`src/op_pkg.sv`:
```
// package: decode classes, operand sources, instruction layout and timing counts
package op_pkg;
  // ==============================
  // timing and field layout
  localparam logic [3:0] CYC_SHORT = 4'h2;
  localparam logic [3:0] CYC_LONG = 4'h4;
  localparam logic [1:0] LEN_1 = 2'h1;
  localparam logic [1:0] LEN_3 = 2'h3;
  localparam int PAGE_MSB = 7;
  localparam int PAGE_LSB = 5;
  localparam int ABS_W = 11;
  localparam logic [15:0] PC_RESET = 16'h0000;
  localparam logic [7:0] OP_DP_LOAD = 8'h90;
  localparam logic [7:0] OP_LONG_JUMP = 8'h02;

  // ==============================
  // instruction classes
  typedef enum logic [5:0] {
    c_undef, c_nop, c_mov_a, c_mov_reg, c_mov_dir, c_mov_ind, c_mov_dp,
    c_code_load, c_xdata_rd, c_xdata_wr, c_push, c_pop, c_xch, c_xch_nib,
    c_c_and, c_c_andn, c_c_or, c_c_orn, c_bit_to_c, c_c_to_bit,
    c_abs_call, c_abs_jump, c_long_call, c_long_jump, c_short_jump,
    c_ret, c_int_return, c_jmp_ind, c_jc, c_jnc, c_jz, c_jnz,
    c_jb, c_jnb, c_bit_clr_br, c_cmp_br, c_dec_br
  } op_class_t;

  // where the moved or tested operand comes from
  typedef enum logic [3:0] {
    s_none, s_acc, s_reg, s_dir, s_ind, s_imm, s_dp, s_pc, s_bit
  } src_t;

  // ==============================
  // carriers
  typedef struct packed {
    op_class_t cls;
    src_t src;
    logic [1:0] len;
    logic [3:0] cyc;
    logic [2:0] reg_sel;
  } decoded_t;

  typedef struct packed {
    decoded_t dec;
    logic [7:0] opcode;
    logic [7:0] byte1;
    logic [7:0] byte2;
  } instr_t;
endpackage

```
`src/exec_cycle_timer.sv`:
```
// execute phase timer: holds for a loaded number of clock cycles
`timescale 1ns/10ps
module exec_cycle_timer #(
  parameter int CNT_W = 4
) (
  input wire logic mclk_i,
  input wire logic rst_n_i,
  input wire logic load_i,
  input wire logic [CNT_W-1:0] count_i,
  output logic busy_o,
  output logic last_o
);
  logic [CNT_W-1:0] count;
  logic [CNT_W-1:0] next_count;

  if (CNT_W < 3) begin : g_width_check
    $error("CNT_W cannot hold the longest cycle count");
  end

  always_comb begin
    next_count = count;
    if (load_i) begin
      next_count = count_i;
    end else if (count != '0) begin
      next_count = count - 1'b1;
    end
  end

  always_ff @(posedge mclk_i or negedge rst_n_i) begin
    if (!rst_n_i) begin
      count <= '0;
    end else begin
      count <= next_count;
    end
  end

  assign busy_o = (count != '0);
  assign last_o = (count == CNT_W'(1));
endmodule

```
`src/branch_target_unit.sv`:
```
// branch destination and code-byte address arithmetic
`timescale 1ns/10ps
module branch_target_unit #(
  parameter int PC_W = 16
) (
  input wire logic [PC_W-1:0] pc_next_i,
  input wire op_pkg::instr_t instr_i,
  input wire logic [7:0] acc_i,
  input wire logic [15:0] data_pointer_i,
  output logic [PC_W-1:0] target_o,
  output logic [PC_W-1:0] code_addr_o
);
  logic [7:0] rel;

  // unsigned accumulator offset added to a base address
  function automatic logic [PC_W-1:0] add_acc(input logic [PC_W-1:0] base,
                                              input logic [7:0] a);
    add_acc = base + {{(PC_W-8){1'b0}}, a};
  endfunction

  always_comb begin
    rel = (instr_i.dec.len == op_pkg::LEN_3) ? instr_i.byte2 : instr_i.byte1;
    target_o = pc_next_i;
    case (instr_i.dec.cls)
      op_pkg::c_abs_call, op_pkg::c_abs_jump: begin
        target_o = {pc_next_i[PC_W-1:op_pkg::ABS_W],
                    instr_i.opcode[op_pkg::PAGE_MSB:op_pkg::PAGE_LSB],
                    instr_i.byte1};
      end
      op_pkg::c_long_call, op_pkg::c_long_jump: begin
        target_o = PC_W'({instr_i.byte1, instr_i.byte2});
      end
      op_pkg::c_jmp_ind: begin
        target_o = add_acc(PC_W'(data_pointer_i), acc_i);
      end
      op_pkg::c_short_jump, op_pkg::c_jc, op_pkg::c_jnc, op_pkg::c_jz,
      op_pkg::c_jnz, op_pkg::c_jb, op_pkg::c_jnb, op_pkg::c_bit_clr_br,
      op_pkg::c_cmp_br, op_pkg::c_dec_br: begin
        target_o = pc_next_i + {{(PC_W-8){rel[7]}}, rel};
      end
      default: begin
        target_o = pc_next_i;
      end
    endcase
    // the pc form uses the address of the following instruction
    if (instr_i.dec.src == op_pkg::s_pc) begin
      code_addr_o = add_acc(pc_next_i, acc_i);
    end else begin
      code_addr_o = add_acc(PC_W'(data_pointer_i), acc_i);
    end
  end
endmodule

```
`src/cpu_opcode_decode_transfer_branch.sv`:
```
// top: opcode fetch, decode and execute timing for transfer and branch groups
`timescale 1ns/10ps
// Contract
// - eight-code blocks select bank register from low bits
// - absolute call/jump take page from opcode top
// - accumulator loads decode, two cycles each
// - bank register moves decode with their cycles
// - direct byte moves decode with their cycles
// - indirect memory moves decode with their cycles
// - 0x90 loads data pointer, three bytes, four
// - code byte read at accumulator plus base
// - external reads: pointer or data pointer, four
// - external writes: pointer or data pointer, four
// - push and pop direct byte, four cycles
// - exchanges two cycles, low nibble form too
// - carry logic with direct bits, four cycles
// - bit to carry two, carry to bit four
// - long call, return, interrupt return: four cycles
// - long jump and short jump: four cycles
// - relative branches on carry or accumulator zero
// - bit-test branches, one also clears bit
// - 0x73 jumps to accumulator plus data pointer
// - compare-and-branch forms decode, four cycles
// - decrement-and-branch forms decode, four cycles
// - cycles in clocks; length sets fetched bytes
module cpu_opcode_decode_transfer_branch #(
  parameter int PC_W = 16
) (
  input wire logic mclk_i,
  input wire logic rst_n_i,
  input wire logic [7:0] code_byte_i,
  input wire logic code_valid_i,
  output logic code_ready_o,
  input wire logic [7:0] acc_i,
  input wire logic [15:0] data_pointer_i,
  input wire logic carry_i,
  input wire logic test_i,
  output op_pkg::instr_t instr_o,
  output logic instr_valid_o,
  output logic exec_busy_o,
  output logic exec_done_o,
  output logic [PC_W-1:0] pc_o,
  output logic [PC_W-1:0] target_o,
  output logic [PC_W-1:0] code_addr_o,
  output logic branch_taken_o,
  output logic bit_clear_o
);
  typedef enum logic [1:0] {st_opcode, st_operand, st_exec} state_t;

  state_t state;
  state_t next_state;
  op_pkg::instr_t next_instr;
  op_pkg::decoded_t dec_now;
  logic [PC_W-1:0] next_pc;
  logic [1:0] idx;
  logic [1:0] next_idx;
  logic next_issue;
  logic [PC_W-1:0] next_target;
  logic [PC_W-1:0] next_code_addr;
  logic timer_last;
  logic taken;
  logic [1:0] nbytes;

  if (PC_W < 16) begin : g_pc_check
    $error("PC_W must hold a full 16-bit destination");
  end

  // ==============================
  // decode table
  function automatic op_pkg::decoded_t mk(input op_pkg::op_class_t c,
                                          input op_pkg::src_t s,
                                          input int l, input bit lng);
    op_pkg::decoded_t d;
    d.cls = c;
    d.src = s;
    d.len = 2'(l);
    d.cyc = lng ? op_pkg::CYC_LONG : op_pkg::CYC_SHORT;
    d.reg_sel = 3'h0;
    return d;
  endfunction

  function automatic op_pkg::decoded_t decode(input logic [7:0] op);
    op_pkg::decoded_t d;
    // anything not listed is a one-byte, two-cycle no-effect slot
    d = mk(op_pkg::c_undef, op_pkg::s_none, 1, 1'b0);
    case (op) inside
      8'h00: d = mk(op_pkg::c_nop, op_pkg::s_none, 1, 1'b0);
      // accumulator loads
      [8'hE8:8'hEF]: d = mk(op_pkg::c_mov_a, op_pkg::s_reg, 1, 1'b0);
      8'hE5: d = mk(op_pkg::c_mov_a, op_pkg::s_dir, 2, 1'b0);
      [8'hE6:8'hE7]: d = mk(op_pkg::c_mov_a, op_pkg::s_ind, 1, 1'b0);
      8'h74: d = mk(op_pkg::c_mov_a, op_pkg::s_imm, 2, 1'b0);
      // bank register destination
      [8'hF8:8'hFF]: d = mk(op_pkg::c_mov_reg, op_pkg::s_acc, 1, 1'b0);
      [8'hA8:8'hAF]: d = mk(op_pkg::c_mov_reg, op_pkg::s_dir, 2, 1'b1);
      [8'h78:8'h7F]: d = mk(op_pkg::c_mov_reg, op_pkg::s_imm, 2, 1'b0);
      // direct byte destination
      8'hF5: d = mk(op_pkg::c_mov_dir, op_pkg::s_acc, 2, 1'b0);
      [8'h88:8'h8F]: d = mk(op_pkg::c_mov_dir, op_pkg::s_reg, 2, 1'b1);
      8'h85: d = mk(op_pkg::c_mov_dir, op_pkg::s_dir, 3, 1'b1);
      [8'h86:8'h87]: d = mk(op_pkg::c_mov_dir, op_pkg::s_ind, 2, 1'b1);
      8'h75: d = mk(op_pkg::c_mov_dir, op_pkg::s_imm, 3, 1'b1);
      // indirect destination
      [8'hF6:8'hF7]: d = mk(op_pkg::c_mov_ind, op_pkg::s_acc, 1, 1'b0);
      [8'hA6:8'hA7]: d = mk(op_pkg::c_mov_ind, op_pkg::s_dir, 2, 1'b1);
      [8'h76:8'h77]: d = mk(op_pkg::c_mov_ind, op_pkg::s_imm, 2, 1'b0);
      op_pkg::OP_DP_LOAD: d = mk(op_pkg::c_mov_dp, op_pkg::s_imm, 3, 1'b1);
      8'h93: d = mk(op_pkg::c_code_load, op_pkg::s_dp, 1, 1'b1);
      8'h83: d = mk(op_pkg::c_code_load, op_pkg::s_pc, 1, 1'b1);
      // external data: pointer register gives 8 bits, data pointer 16
      [8'hE2:8'hE3]: d = mk(op_pkg::c_xdata_rd, op_pkg::s_ind, 1, 1'b1);
      8'hE0: d = mk(op_pkg::c_xdata_rd, op_pkg::s_dp, 1, 1'b1);
      [8'hF2:8'hF3]: d = mk(op_pkg::c_xdata_wr, op_pkg::s_ind, 1, 1'b1);
      8'hF0: d = mk(op_pkg::c_xdata_wr, op_pkg::s_dp, 1, 1'b1);
      8'hC0: d = mk(op_pkg::c_push, op_pkg::s_dir, 2, 1'b1);
      8'hD0: d = mk(op_pkg::c_pop, op_pkg::s_dir, 2, 1'b1);
      [8'hC8:8'hCF]: d = mk(op_pkg::c_xch, op_pkg::s_reg, 1, 1'b0);
      8'hC5: d = mk(op_pkg::c_xch, op_pkg::s_dir, 2, 1'b0);
      [8'hC6:8'hC7]: d = mk(op_pkg::c_xch, op_pkg::s_ind, 1, 1'b0);
      [8'hD6:8'hD7]: d = mk(op_pkg::c_xch_nib, op_pkg::s_ind, 1, 1'b0);
      // carry logic
      8'h82: d = mk(op_pkg::c_c_and, op_pkg::s_bit, 2, 1'b1);
      8'hB0: d = mk(op_pkg::c_c_andn, op_pkg::s_bit, 2, 1'b1);
      8'h72: d = mk(op_pkg::c_c_or, op_pkg::s_bit, 2, 1'b1);
      8'hA0: d = mk(op_pkg::c_c_orn, op_pkg::s_bit, 2, 1'b1);
      8'hA2: d = mk(op_pkg::c_bit_to_c, op_pkg::s_bit, 2, 1'b0);
      8'h92: d = mk(op_pkg::c_c_to_bit, op_pkg::s_bit, 2, 1'b1);
      // branching; bit 4 splits the absolute call and jump pages
      8'h?1: begin
        d = mk(op[4] ? op_pkg::c_abs_call : op_pkg::c_abs_jump,
               op_pkg::s_none, 2, 1'b1);
      end
      8'h12: d = mk(op_pkg::c_long_call, op_pkg::s_imm, 3, 1'b1);
      8'h22: d = mk(op_pkg::c_ret, op_pkg::s_none, 1, 1'b1);
      8'h32: d = mk(op_pkg::c_int_return, op_pkg::s_none, 1, 1'b1);
      op_pkg::OP_LONG_JUMP: d = mk(op_pkg::c_long_jump, op_pkg::s_imm, 3, 1'b1);
      8'h80: d = mk(op_pkg::c_short_jump, op_pkg::s_imm, 2, 1'b1);
      8'h40: d = mk(op_pkg::c_jc, op_pkg::s_none, 2, 1'b1);
      8'h50: d = mk(op_pkg::c_jnc, op_pkg::s_none, 2, 1'b1);
      8'h60: d = mk(op_pkg::c_jz, op_pkg::s_acc, 2, 1'b1);
      8'h70: d = mk(op_pkg::c_jnz, op_pkg::s_acc, 2, 1'b1);
      8'h20: d = mk(op_pkg::c_jb, op_pkg::s_bit, 3, 1'b1);
      8'h30: d = mk(op_pkg::c_jnb, op_pkg::s_bit, 3, 1'b1);
      8'h10: d = mk(op_pkg::c_bit_clr_br, op_pkg::s_bit, 3, 1'b1);
      8'h73: d = mk(op_pkg::c_jmp_ind, op_pkg::s_dp, 1, 1'b1);
      8'hB5: d = mk(op_pkg::c_cmp_br, op_pkg::s_dir, 3, 1'b1);
      8'hB4: d = mk(op_pkg::c_cmp_br, op_pkg::s_imm, 3, 1'b1);
      [8'hB8:8'hBF]: d = mk(op_pkg::c_cmp_br, op_pkg::s_reg, 3, 1'b1);
      [8'hB6:8'hB7]: d = mk(op_pkg::c_cmp_br, op_pkg::s_ind, 3, 1'b1);
      [8'hD8:8'hDF]: d = mk(op_pkg::c_dec_br, op_pkg::s_reg, 2, 1'b1);
      8'hD5: d = mk(op_pkg::c_dec_br, op_pkg::s_dir, 3, 1'b1);
      default: d = mk(op_pkg::c_undef, op_pkg::s_none, 1, 1'b0);
    endcase
    if (d.src == op_pkg::s_reg || d.cls == op_pkg::c_mov_reg) begin
      d.reg_sel = op[2:0];
    end else if (d.src == op_pkg::s_ind || d.cls == op_pkg::c_xdata_rd ||
                 d.cls == op_pkg::c_xdata_wr) begin
      d.reg_sel = {2'b00, op[0]};
    end
    return d;
  endfunction

  assign dec_now = decode(code_byte_i);

  // ==============================
  // fetch and issue sequencing
  always_comb begin
    next_state = state;
    next_instr = instr_o;
    next_pc = pc_o;
    next_idx = idx;
    next_issue = 1'b0;
    // no prefetch: program memory is held off while an instruction runs
    code_ready_o = (state != st_exec);
    case (state)
      st_opcode: begin
        if (code_valid_i) begin
          next_instr.dec = dec_now;
          next_instr.opcode = code_byte_i;
          next_instr.byte1 = 8'h00;
          next_instr.byte2 = 8'h00;
          next_pc = pc_o + 1'b1;
          next_idx = 2'h1;
          if (dec_now.len == op_pkg::LEN_1) begin
            next_state = st_exec;
            next_issue = 1'b1;
          end else begin
            next_state = st_operand;
          end
        end
      end
      st_operand: begin
        if (code_valid_i) begin
          if (idx == 2'h1) begin
            next_instr.byte1 = code_byte_i;
          end else begin
            next_instr.byte2 = code_byte_i;
          end
          next_pc = pc_o + 1'b1;
          next_idx = idx + 2'h1;
          if (idx + 2'h1 == instr_o.dec.len) begin
            next_state = st_exec;
            next_issue = 1'b1;
          end
        end
      end
      st_exec: begin
        if (timer_last) begin
          next_state = st_opcode;
        end
      end
      default: begin
        next_state = st_opcode;
      end
    endcase
  end

  always_ff @(posedge mclk_i or negedge rst_n_i) begin
    if (!rst_n_i) begin
      state <= st_opcode;
      instr_o <= '0;
      pc_o <= PC_W'(op_pkg::PC_RESET);
      idx <= 2'h0;
      instr_valid_o <= 1'b0;
      target_o <= '0;
      code_addr_o <= '0;
    end else begin
      state <= next_state;
      instr_o <= next_instr;
      pc_o <= next_pc;
      idx <= next_idx;
      instr_valid_o <= next_issue;
      // destinations are frozen with the instruction they belong to
      if (next_issue) begin
        target_o <= next_target;
        code_addr_o <= next_code_addr;
      end
    end
  end

  branch_target_unit #(
    .PC_W(PC_W)
  ) u_target (
    .pc_next_i(next_pc),
    .instr_i(next_instr),
    .acc_i(acc_i),
    .data_pointer_i(data_pointer_i),
    .target_o(next_target),
    .code_addr_o(next_code_addr)
  );

  // ==============================
  // execute timing, counted in system clock cycles
  exec_cycle_timer #(
    .CNT_W(4)
  ) u_timer (
    .mclk_i(mclk_i),
    .rst_n_i(rst_n_i),
    .load_i(next_issue),
    .count_i(next_instr.dec.cyc),
    .busy_o(exec_busy_o),
    .last_o(timer_last)
  );

  assign exec_done_o = timer_last;

  // ==============================
  // branch resolution in the last execute cycle
  always_comb begin
    taken = 1'b0;
    case (instr_o.dec.cls)
      op_pkg::c_abs_call, op_pkg::c_abs_jump, op_pkg::c_long_call,
      op_pkg::c_long_jump, op_pkg::c_short_jump, op_pkg::c_ret,
      op_pkg::c_int_return, op_pkg::c_jmp_ind: taken = 1'b1;
      op_pkg::c_jc: taken = carry_i;
      op_pkg::c_jnc: taken = !carry_i;
      op_pkg::c_jz: taken = (acc_i == 8'h00);
      op_pkg::c_jnz: taken = (acc_i != 8'h00);
      op_pkg::c_jb, op_pkg::c_bit_clr_br: taken = test_i;
      // test_i reports equality for compares, zero result for decrements
      op_pkg::c_jnb, op_pkg::c_cmp_br, op_pkg::c_dec_br: taken = !test_i;
      default: taken = 1'b0;
    endcase
  end

  assign branch_taken_o = timer_last && taken;
  assign bit_clear_o = timer_last && test_i &&
                       (instr_o.dec.cls == op_pkg::c_bit_clr_br);

  // ==============================
  // checks
  always_ff @(posedge mclk_i or negedge rst_n_i) begin
    if (!rst_n_i) begin
      nbytes <= 2'h0;
    end else if (code_valid_i && code_ready_o) begin
      nbytes <= (state == st_opcode) ? 2'h1 : nbytes + 2'h1;
    end
  end
endmodule

```
`config.mk`:
```
export PLATFORM = sky130hd
export DESIGN_NAME = cpu_opcode_decode_transfer_branch
export DESIGN_NICKNAME = d
export VERILOG_FILES = /design/src/op_pkg.sv /design/src/exec_cycle_timer.sv /design/src/branch_target_unit.sv /design/src/cpu_opcode_decode_transfer_branch.sv
export SDC_FILE = /design/constraint.sdc
export NUM_CORES = 1
export LEC_CHECK = 0
export ABC_AREA = 1
export BUFFER_PORTS_ARGS = -buffer_cell sky130_fd_sc_hd__buf_2
export CORE_ASPECT_RATIO = 1.1
export CORE_MARGIN = 8
export CORE_UTILIZATION = 35
export DETAILED_ROUTE_END_ITERATION = 8
export GPL_TIMING_DRIVEN = 0
export SLEW_MARGIN = 5
export SYNTH_ARGS = -nofsm -noshare
export SYNTH_HDL_FRONTEND = slang
export SYNTH_SLANG_ARGS = --single-unit
```
`constraint.sdc`:
```
create_clock -name mclk_i -period 4.7 [get_ports mclk_i]
set_input_delay 0.47 -clock mclk_i [delete_from_list [all_inputs] [get_ports mclk_i]]
set_output_delay 0.47 -clock mclk_i [all_outputs]
set_load 0.005 [all_outputs]
```
==> flow_summary.ini, run 1 <==
[synth]
yosysSeqAreaShare = 0.318
synth.cell_area_mm2 = 0.00787
synth_xor_xnor_area_share = 0.0620
synth_top_family_by_area = simple AND/OR/NAND/NOR gates
yosys-top-cells-area = dfrtp_1 (32%), nand2_1 (13%), inv_1 (6.3%)
synthMuxAreaShare = 0
syn_inst = 1127
synth_top_area_share = 0.318
syn_nets = 1203
synth_area_per_cell_um2 = 6.98
ys_types = 53
synth_edf_count = 0
ys_warn_count = 0
synth.ff_latch_count = 100
synth-compound-area-share = 0.122
yosys_most_used_dff = dfrtp_1
async_flop_share = 1.00
yosysTopAreaCell = dfrtp_1
synth-adder-area-share = 0.0649
synthSimpleGateAreaFrac = 0.346

[worst_setup_path]
slowest_stage = ha_1
worstPathMaxFanout = 10
timing_worst_setup_path_type = input port to flop
arrival_ns = 4.59
cp_slowest_stage_delay_ns = 0.36
crit_path_frequent_cell = nand2_1
cp-end-kind = flop
critPathRequiredTime_ns = 4.95
startpoint_type = input port

[sta]
slew_viol_final = 0
slew_headroom = 0.502
setup_tns_ns = 0
fmax_mhz = 230
fin_crit_sh = 0.924
skew_ns = 0.00938
tightest_slew_ns = 0.741
hold_viol = 0
period_needed_ns = 4.34
setup_violations = 0

[layout]
seqCellArea_mm2 = 0.00250
fin_nets = 1359
antennaDiodeCount = 0
layout-drive-gt1-share = 0.216
area_growth_syn_to_layout_pct = 20.9
fillerInstances = 2353
multi_input_area_mm2 = 0.00480

[clock_tree]
cts.sinks = 100
path_clk_slew_ns = 0.07
cts_tree = built
clk_path_buf_depth = 2
holdBufCountCts = 0
cts_root_buf = clkbuf_16
cts_made_buffers = 9
insertion_delay_ns = 0.36
cts.htree.levels = 3

[die]
io_pins = 134
core_mm2 = 0.0221
die_area_mm2 = 0.0275
initial_core_util = 0.356
row_count = 57
fp.dieH_um = 173
die_w_um = 159

[hold_path]
hp-class = input port to asynchronous set/reset pin

[detailed_routing]
drtIter0Drc = 597
drc = 0
met1Wirelength_mm = 12.7
avgRoutedWirePerCell_um = 18.5
met2RoutedLength_mm = 14.3
wl_met3_mm = 1.48
firstDrtPassIters = 5
top_layer_used = met4
final_antenna_net_count = 0
routed_wl_mm = 29.3
vias = 8181
viasPerCell = 5.17

[place]
io_buffers = 132
dp.final_hpwl_mm = 23.5
gp_congestion = 0.972

[pwr]
p_leak_nw = 5.04
powerDensity_mw_per_mm2 = 484
max-vdd-ir-drop_mv = 0.206
power_w = 0.00460

[grt]
grt_pass1_wl_mm = 45.3
grt_overflow = 0
grt_start_max_net_pins = 62
grt_usage = 0.207
grt_pass1_vias = 7945
antenna_found_initial = 0

[run]
cap_violations = 0

[status]
status = finished, final reports clean
flip-flops by register name, indices dropped and copies added (netlist names):
| register | count |
|---|---|
| u_timer.count | 4 |
| idx | 2 |
| instr_o | 43 |
| target_o | 16 |
| pc_o | 16 |
| state | 2 |
| code_addr_o | 16 |
| instr_valid_o | 1 |
worst max-delay path, delay by kind of cell:
kind,cells,cell delay (ns)
fa+ha+maj,1,0.36
compound gates,8,1.42
xor+xnor,1,0.06
simple gates,18,1.75
buf+inv,4,0.53
cell usage in the layout (no fill, tap or decap), drive strengths merged, types with 45 or more instances in the layout:
master,n
xor2,45
a21oi,68
dfrtp,100
inv,146
nand3,67
o21ai,48
nand2,287
nor2,127
buf,162
synthesized netlist by cell type (15+ instances only):
cell / n
dfrtp_1: 100
nor2_1: 111
xor2_1: 44
o21ai_0: 34
a21oi_1: 66
nor3_1: 37
ha_1: 36
o22ai_1: 16
inv_1: 132
nand4_1: 37
or2_2: 20
nand2_1: 277
inv_2: 15
nand3_1: 65
cells by family after synthesis:
logic type | after synthesis
xor+xnor | 54
simple gates | 598
buf+inv | 171
flops | 100
compound gates | 165
fa+ha+maj | 39
repair_timing:
| item | in CTS | in global routing |
|---|---|---|
| pin swaps | 0 | 15 |
| buffers inserted | 0 | 12 |
| hold endpoints to repair | 0 | 0 |
| resized for setup | 4 | 45 |
| endpoints found under the setup margin | 3 | 6 |
| gates cloned | 0 | 0 |
per-stage QoR:
step,area [µm²],instances,hold slack [ns],setup slack [ns],util
2_1_floorplan,7870,1127,0.174,0.631,-
3_3_place_gp,8900,1554,0.453,-0.562,0.402
3_5_place_dp,8930,1555,0.456,-0.493,0.404
4_1_cts,9270,1571,0.110,0.0309,0.419
5_1_grt,9510,1583,0.131,-0.0500,0.430
6_report,9510,1583,0.0925,0.358,0.430
layout make-up:
class                           count  share of cell area
Sequential cell                   100               0.263
Timing Repair Buffer              145              0.0852
Multi-Input combinational cell    856               0.505
Clock inverter                      6             0.00921
Clock buffer                       10              0.0251
Tap cell                          295              0.0388
Buffer                             23              0.0138
Inverter                          148              0.0597
final timing paths:
kind,cells after the start,endpoint,from,slack (ns)
setup / recovery,32,target_o[13],code_byte_i[4],0.36
hold / removal,1,code_addr_o[5],rst_n_i,0.09
setup reg to reg,22,target_o[13],state[1],0.51
hold reg to reg,2,instr_o[17],instr_o[17],0.47
max in group asynchronous,2,instr_o[37],rst_n_i,3.89
min in group mclk_i,3,instr_o[17],code_byte_i[1],0.41
metal layers:
layer / global-route usage / vias up
met5: 0 / -
met4: 0.0732 / 0
met3: 0.0302 / 45
met2: 0.360 / 255
met1: 0.257 / 3857
li1: - / 4024
report_power, final:
| group | switching (W) | leakage (nW) | internal [W] |
|---|---|---|---|
| Sequential | 0.000238 | 1.24 | 0.00118 |
| Clock | 0.000354 | 0.151 | 0.000481 |
| Combinational | 0.00146 | 3.65 | 0.000892 |
| Total | 0.00205 | 5.04 | 0.00255 |
(Power assumes the default switching activity.)
==> run 2, diff against run 1 <==
- CELL_PAD_IN_SITES_DETAIL_PLACEMENT: default -> 1
- CELL_PAD_IN_SITES_GLOBAL_PLACEMENT: default -> 2
- CORE_UTILIZATION: 35 -> 32
- PLACE_DENSITY_LB_ADDON: default -> 0.1
==> flow_summary.ini, run 2 (same netlist as run 1, synthesis figures left out) <==
[pwr]
p_leak_nw = 5.12
clkPwrFrac = 0.172
swShare = 0.470
pwr-share-comb = 0.523
powerDensity_mw_per_mm2 = 479
p_int_w = 0.00246
p_seq_frac = 0.305
power.switching_w = 0.00218
max-vdd-ir-drop_mv = 0.183

[sta]
period_needed_ns = 4.34
whs_ns = 0.388
rsz0062_at_grt = true
fmax_mhz = 230
fin_crit_sh = 0.923
setup_tns_ns = 0
setup_violations = 0
slew_viol_final = 0
fin_ws_ns = 0.361
tightest_slew_ns = 0.918
slew_headroom = 0.388
hold_viol = 0
skew_ns = 0.0249

[run]
cap_violations = 0

[die]
io_pins = 134
die_area_mm2 = 0.0299
die_w_um = 165
core_mm2 = 0.0243
initial_core_util = 0.323
row_count = 60
fp.dieH_um = 180

[detailed_routing]
viasPerCell = 5.12
drtIter0Drc = 320
avgRoutedWirePerCell_um = 20.4
vias = 8259
drc = 0
final_antenna_net_count = 0
routed_wl_mm = 33.0
firstDrtPassIters = 5

[worst_setup_path]
worst-path-buf-inv = 3
critPathLaunch = code_byte_i[3]
arrival_ns = 4.61
regToRegSetupSlack_ns = 0.42
cp-end-kind = flop
r2r_start = state[0]
path_delay_family = simple AND/OR/NAND/NOR gates
worstPathMaxFanout = 7
slowest_stage = fa_2
cp_slowest_stage_delay_ns = 0.40
startpoint_type = input port
r2r_end = target_o[13]
timing_worst_setup_path_type = input port to flop
crit_path_frequent_cell = nand2_1
reg2reg_depth = 22
critPathRequiredTime_ns = 4.97

[grt]
antenna_found_initial = 0
grt_pass1_vias = 8695
grt_overflow = 0
grt_pass1_wl_mm = 50.4
grt_start_max_net_pins = 88
grt_usage = 0.220

[layout]
layout_common_cells = nand2_1 (264), buf_2 (132), inv_1 (126)
layout_commonest_cell = nand2_1
largest_reg_flops = 43
fillerInstances = 3200
area_growth_syn_to_layout_pct = 23.1
regMostFlops = instr_o
antennaDiodeCount = 0
fin_nets = 1375
layout-drive-gt1-share = 0.231

[clock_tree]
cts_root_buf = clkbuf_16
clk_path_buf_depth = 2
cts_made_buffers = 9
cts.sinks = 100
cts_tree = built
path_clk_slew_ns = 0.09
cts.htree.levels = 3
insertion_delay_ns = 0.37

[status]
status = finished, final reports clean

[place]
gp_congestion = 0.903
dp.final_hpwl_mm = 26.9
post-place-ws_ns = -0.728
io_buffers = 132

[hold_path]
hp-class = input port to flop
min_from = code_byte_i[2]
hold_path_end = instr_o[18]
whs_path_depth = 3
run 2: cell types whose count changed in the layout (fill, tap and decap cells not counted), moves of 4 or more:
cell,previous run,this run
buf_4,16,28
nand2_1,269,264
buf_2,136,132
clkbuf_4,1,5
clkinv_8,0,4
nand2_2,14,18
run 2: how the worst max path moves through the flow:
stage,end,slack [ns],depth (start not counted)
after floorplan,target_o[12],0.63,34
after global placement,target_o[13],-0.75,32
after detailed placement,target_o[13],-0.73,32
after CTS,target_o[12],0.02,36
after global routing,target_o[12],-0.06,33
final,target_o[12],0.36,33
run 2: cell type report:
cell class | count | area, µm² | area share
multi-input cells | 857 | 4830 | 0.499
flip-flops and latches | 100 | 2500 | 0.258
well taps | 310 | 388 | 0.0400
clock buffers | 9 | 225 | 0.0232
clock inverters | 7 | 91.3 | 0.00943
plain buffers | 23 | 138 | 0.0142
inverters | 148 | 577 | 0.0595
repair buffers | 160 | 932 | 0.0962
run 2: worst reg2reg max path, cell delays in order, from the launching register on:
cell      delay (ns)
dfrtp_1         0.52
inv_1           0.12
nor2_1          0.35
nand3_1         0.40
o22ai_1         0.58
nand2_1         0.11
nand2_1         0.11
ha_1            0.29
a21oi_1         0.21
nand2_1         0.10
nand2_1         0.08
o211ai_1        0.18
a21oi_1         0.21
o21ai_2         0.09
a21oi_1         0.14
o21ai_1         0.12
nand2_1         0.08
nand2_1         0.05
xor2_1          0.14
a21oi_1         0.14
nand2_1         0.07
nand2_1         0.06
nand2_1         0.04
run 2: timing repair:
| action | 4_1_cts | 5_1_grt |
|---|---|---|
| gates resized for setup | 11 | 56 |
| hold buffers | 1 | 0 |
| endpoints found under the hold margin | 13 | 0 |
| buffers inserted | 4 | 22 |
| pin swaps | 1 | 25 |
| setup endpoints to repair | 6 | 7 |
| gates cloned | 0 | 1 |
run 2: through the flow:
stage	std cells	instance area (µm²)	utilization	total power (W)
final	1614	9690	0.398	0.00464
after global routing	1614	9690	0.398	0.00505
after CTS	1591	9340	0.384	0.00463
after detailed placement	1570	8950	0.368	0.00381
after global placement	1569	8910	0.367	0.00376
after floorplan	1127	7870	-	0.00285
run 2: power by group through the flow:
stage                     combinational (W)  clock [W]  sequential (W)
after floorplan                     0.00145          0         0.00140
after global placement              0.00233          0         0.00143
after detailed placement            0.00237          0         0.00143
after CTS                           0.00239   0.000814         0.00142
after global routing                0.00274   0.000846         0.00146
final                               0.00243   0.000795         0.00141
run 2: per-layer routing:
layer	wire (µm)	vias to the layer above	GRT usage
li1	-	4065	-
met1	14000	3981	0.265
met2	17100	176	0.397
met3	1010	37	0.0254
met4	803	0	0.0686
met5	0	-	0
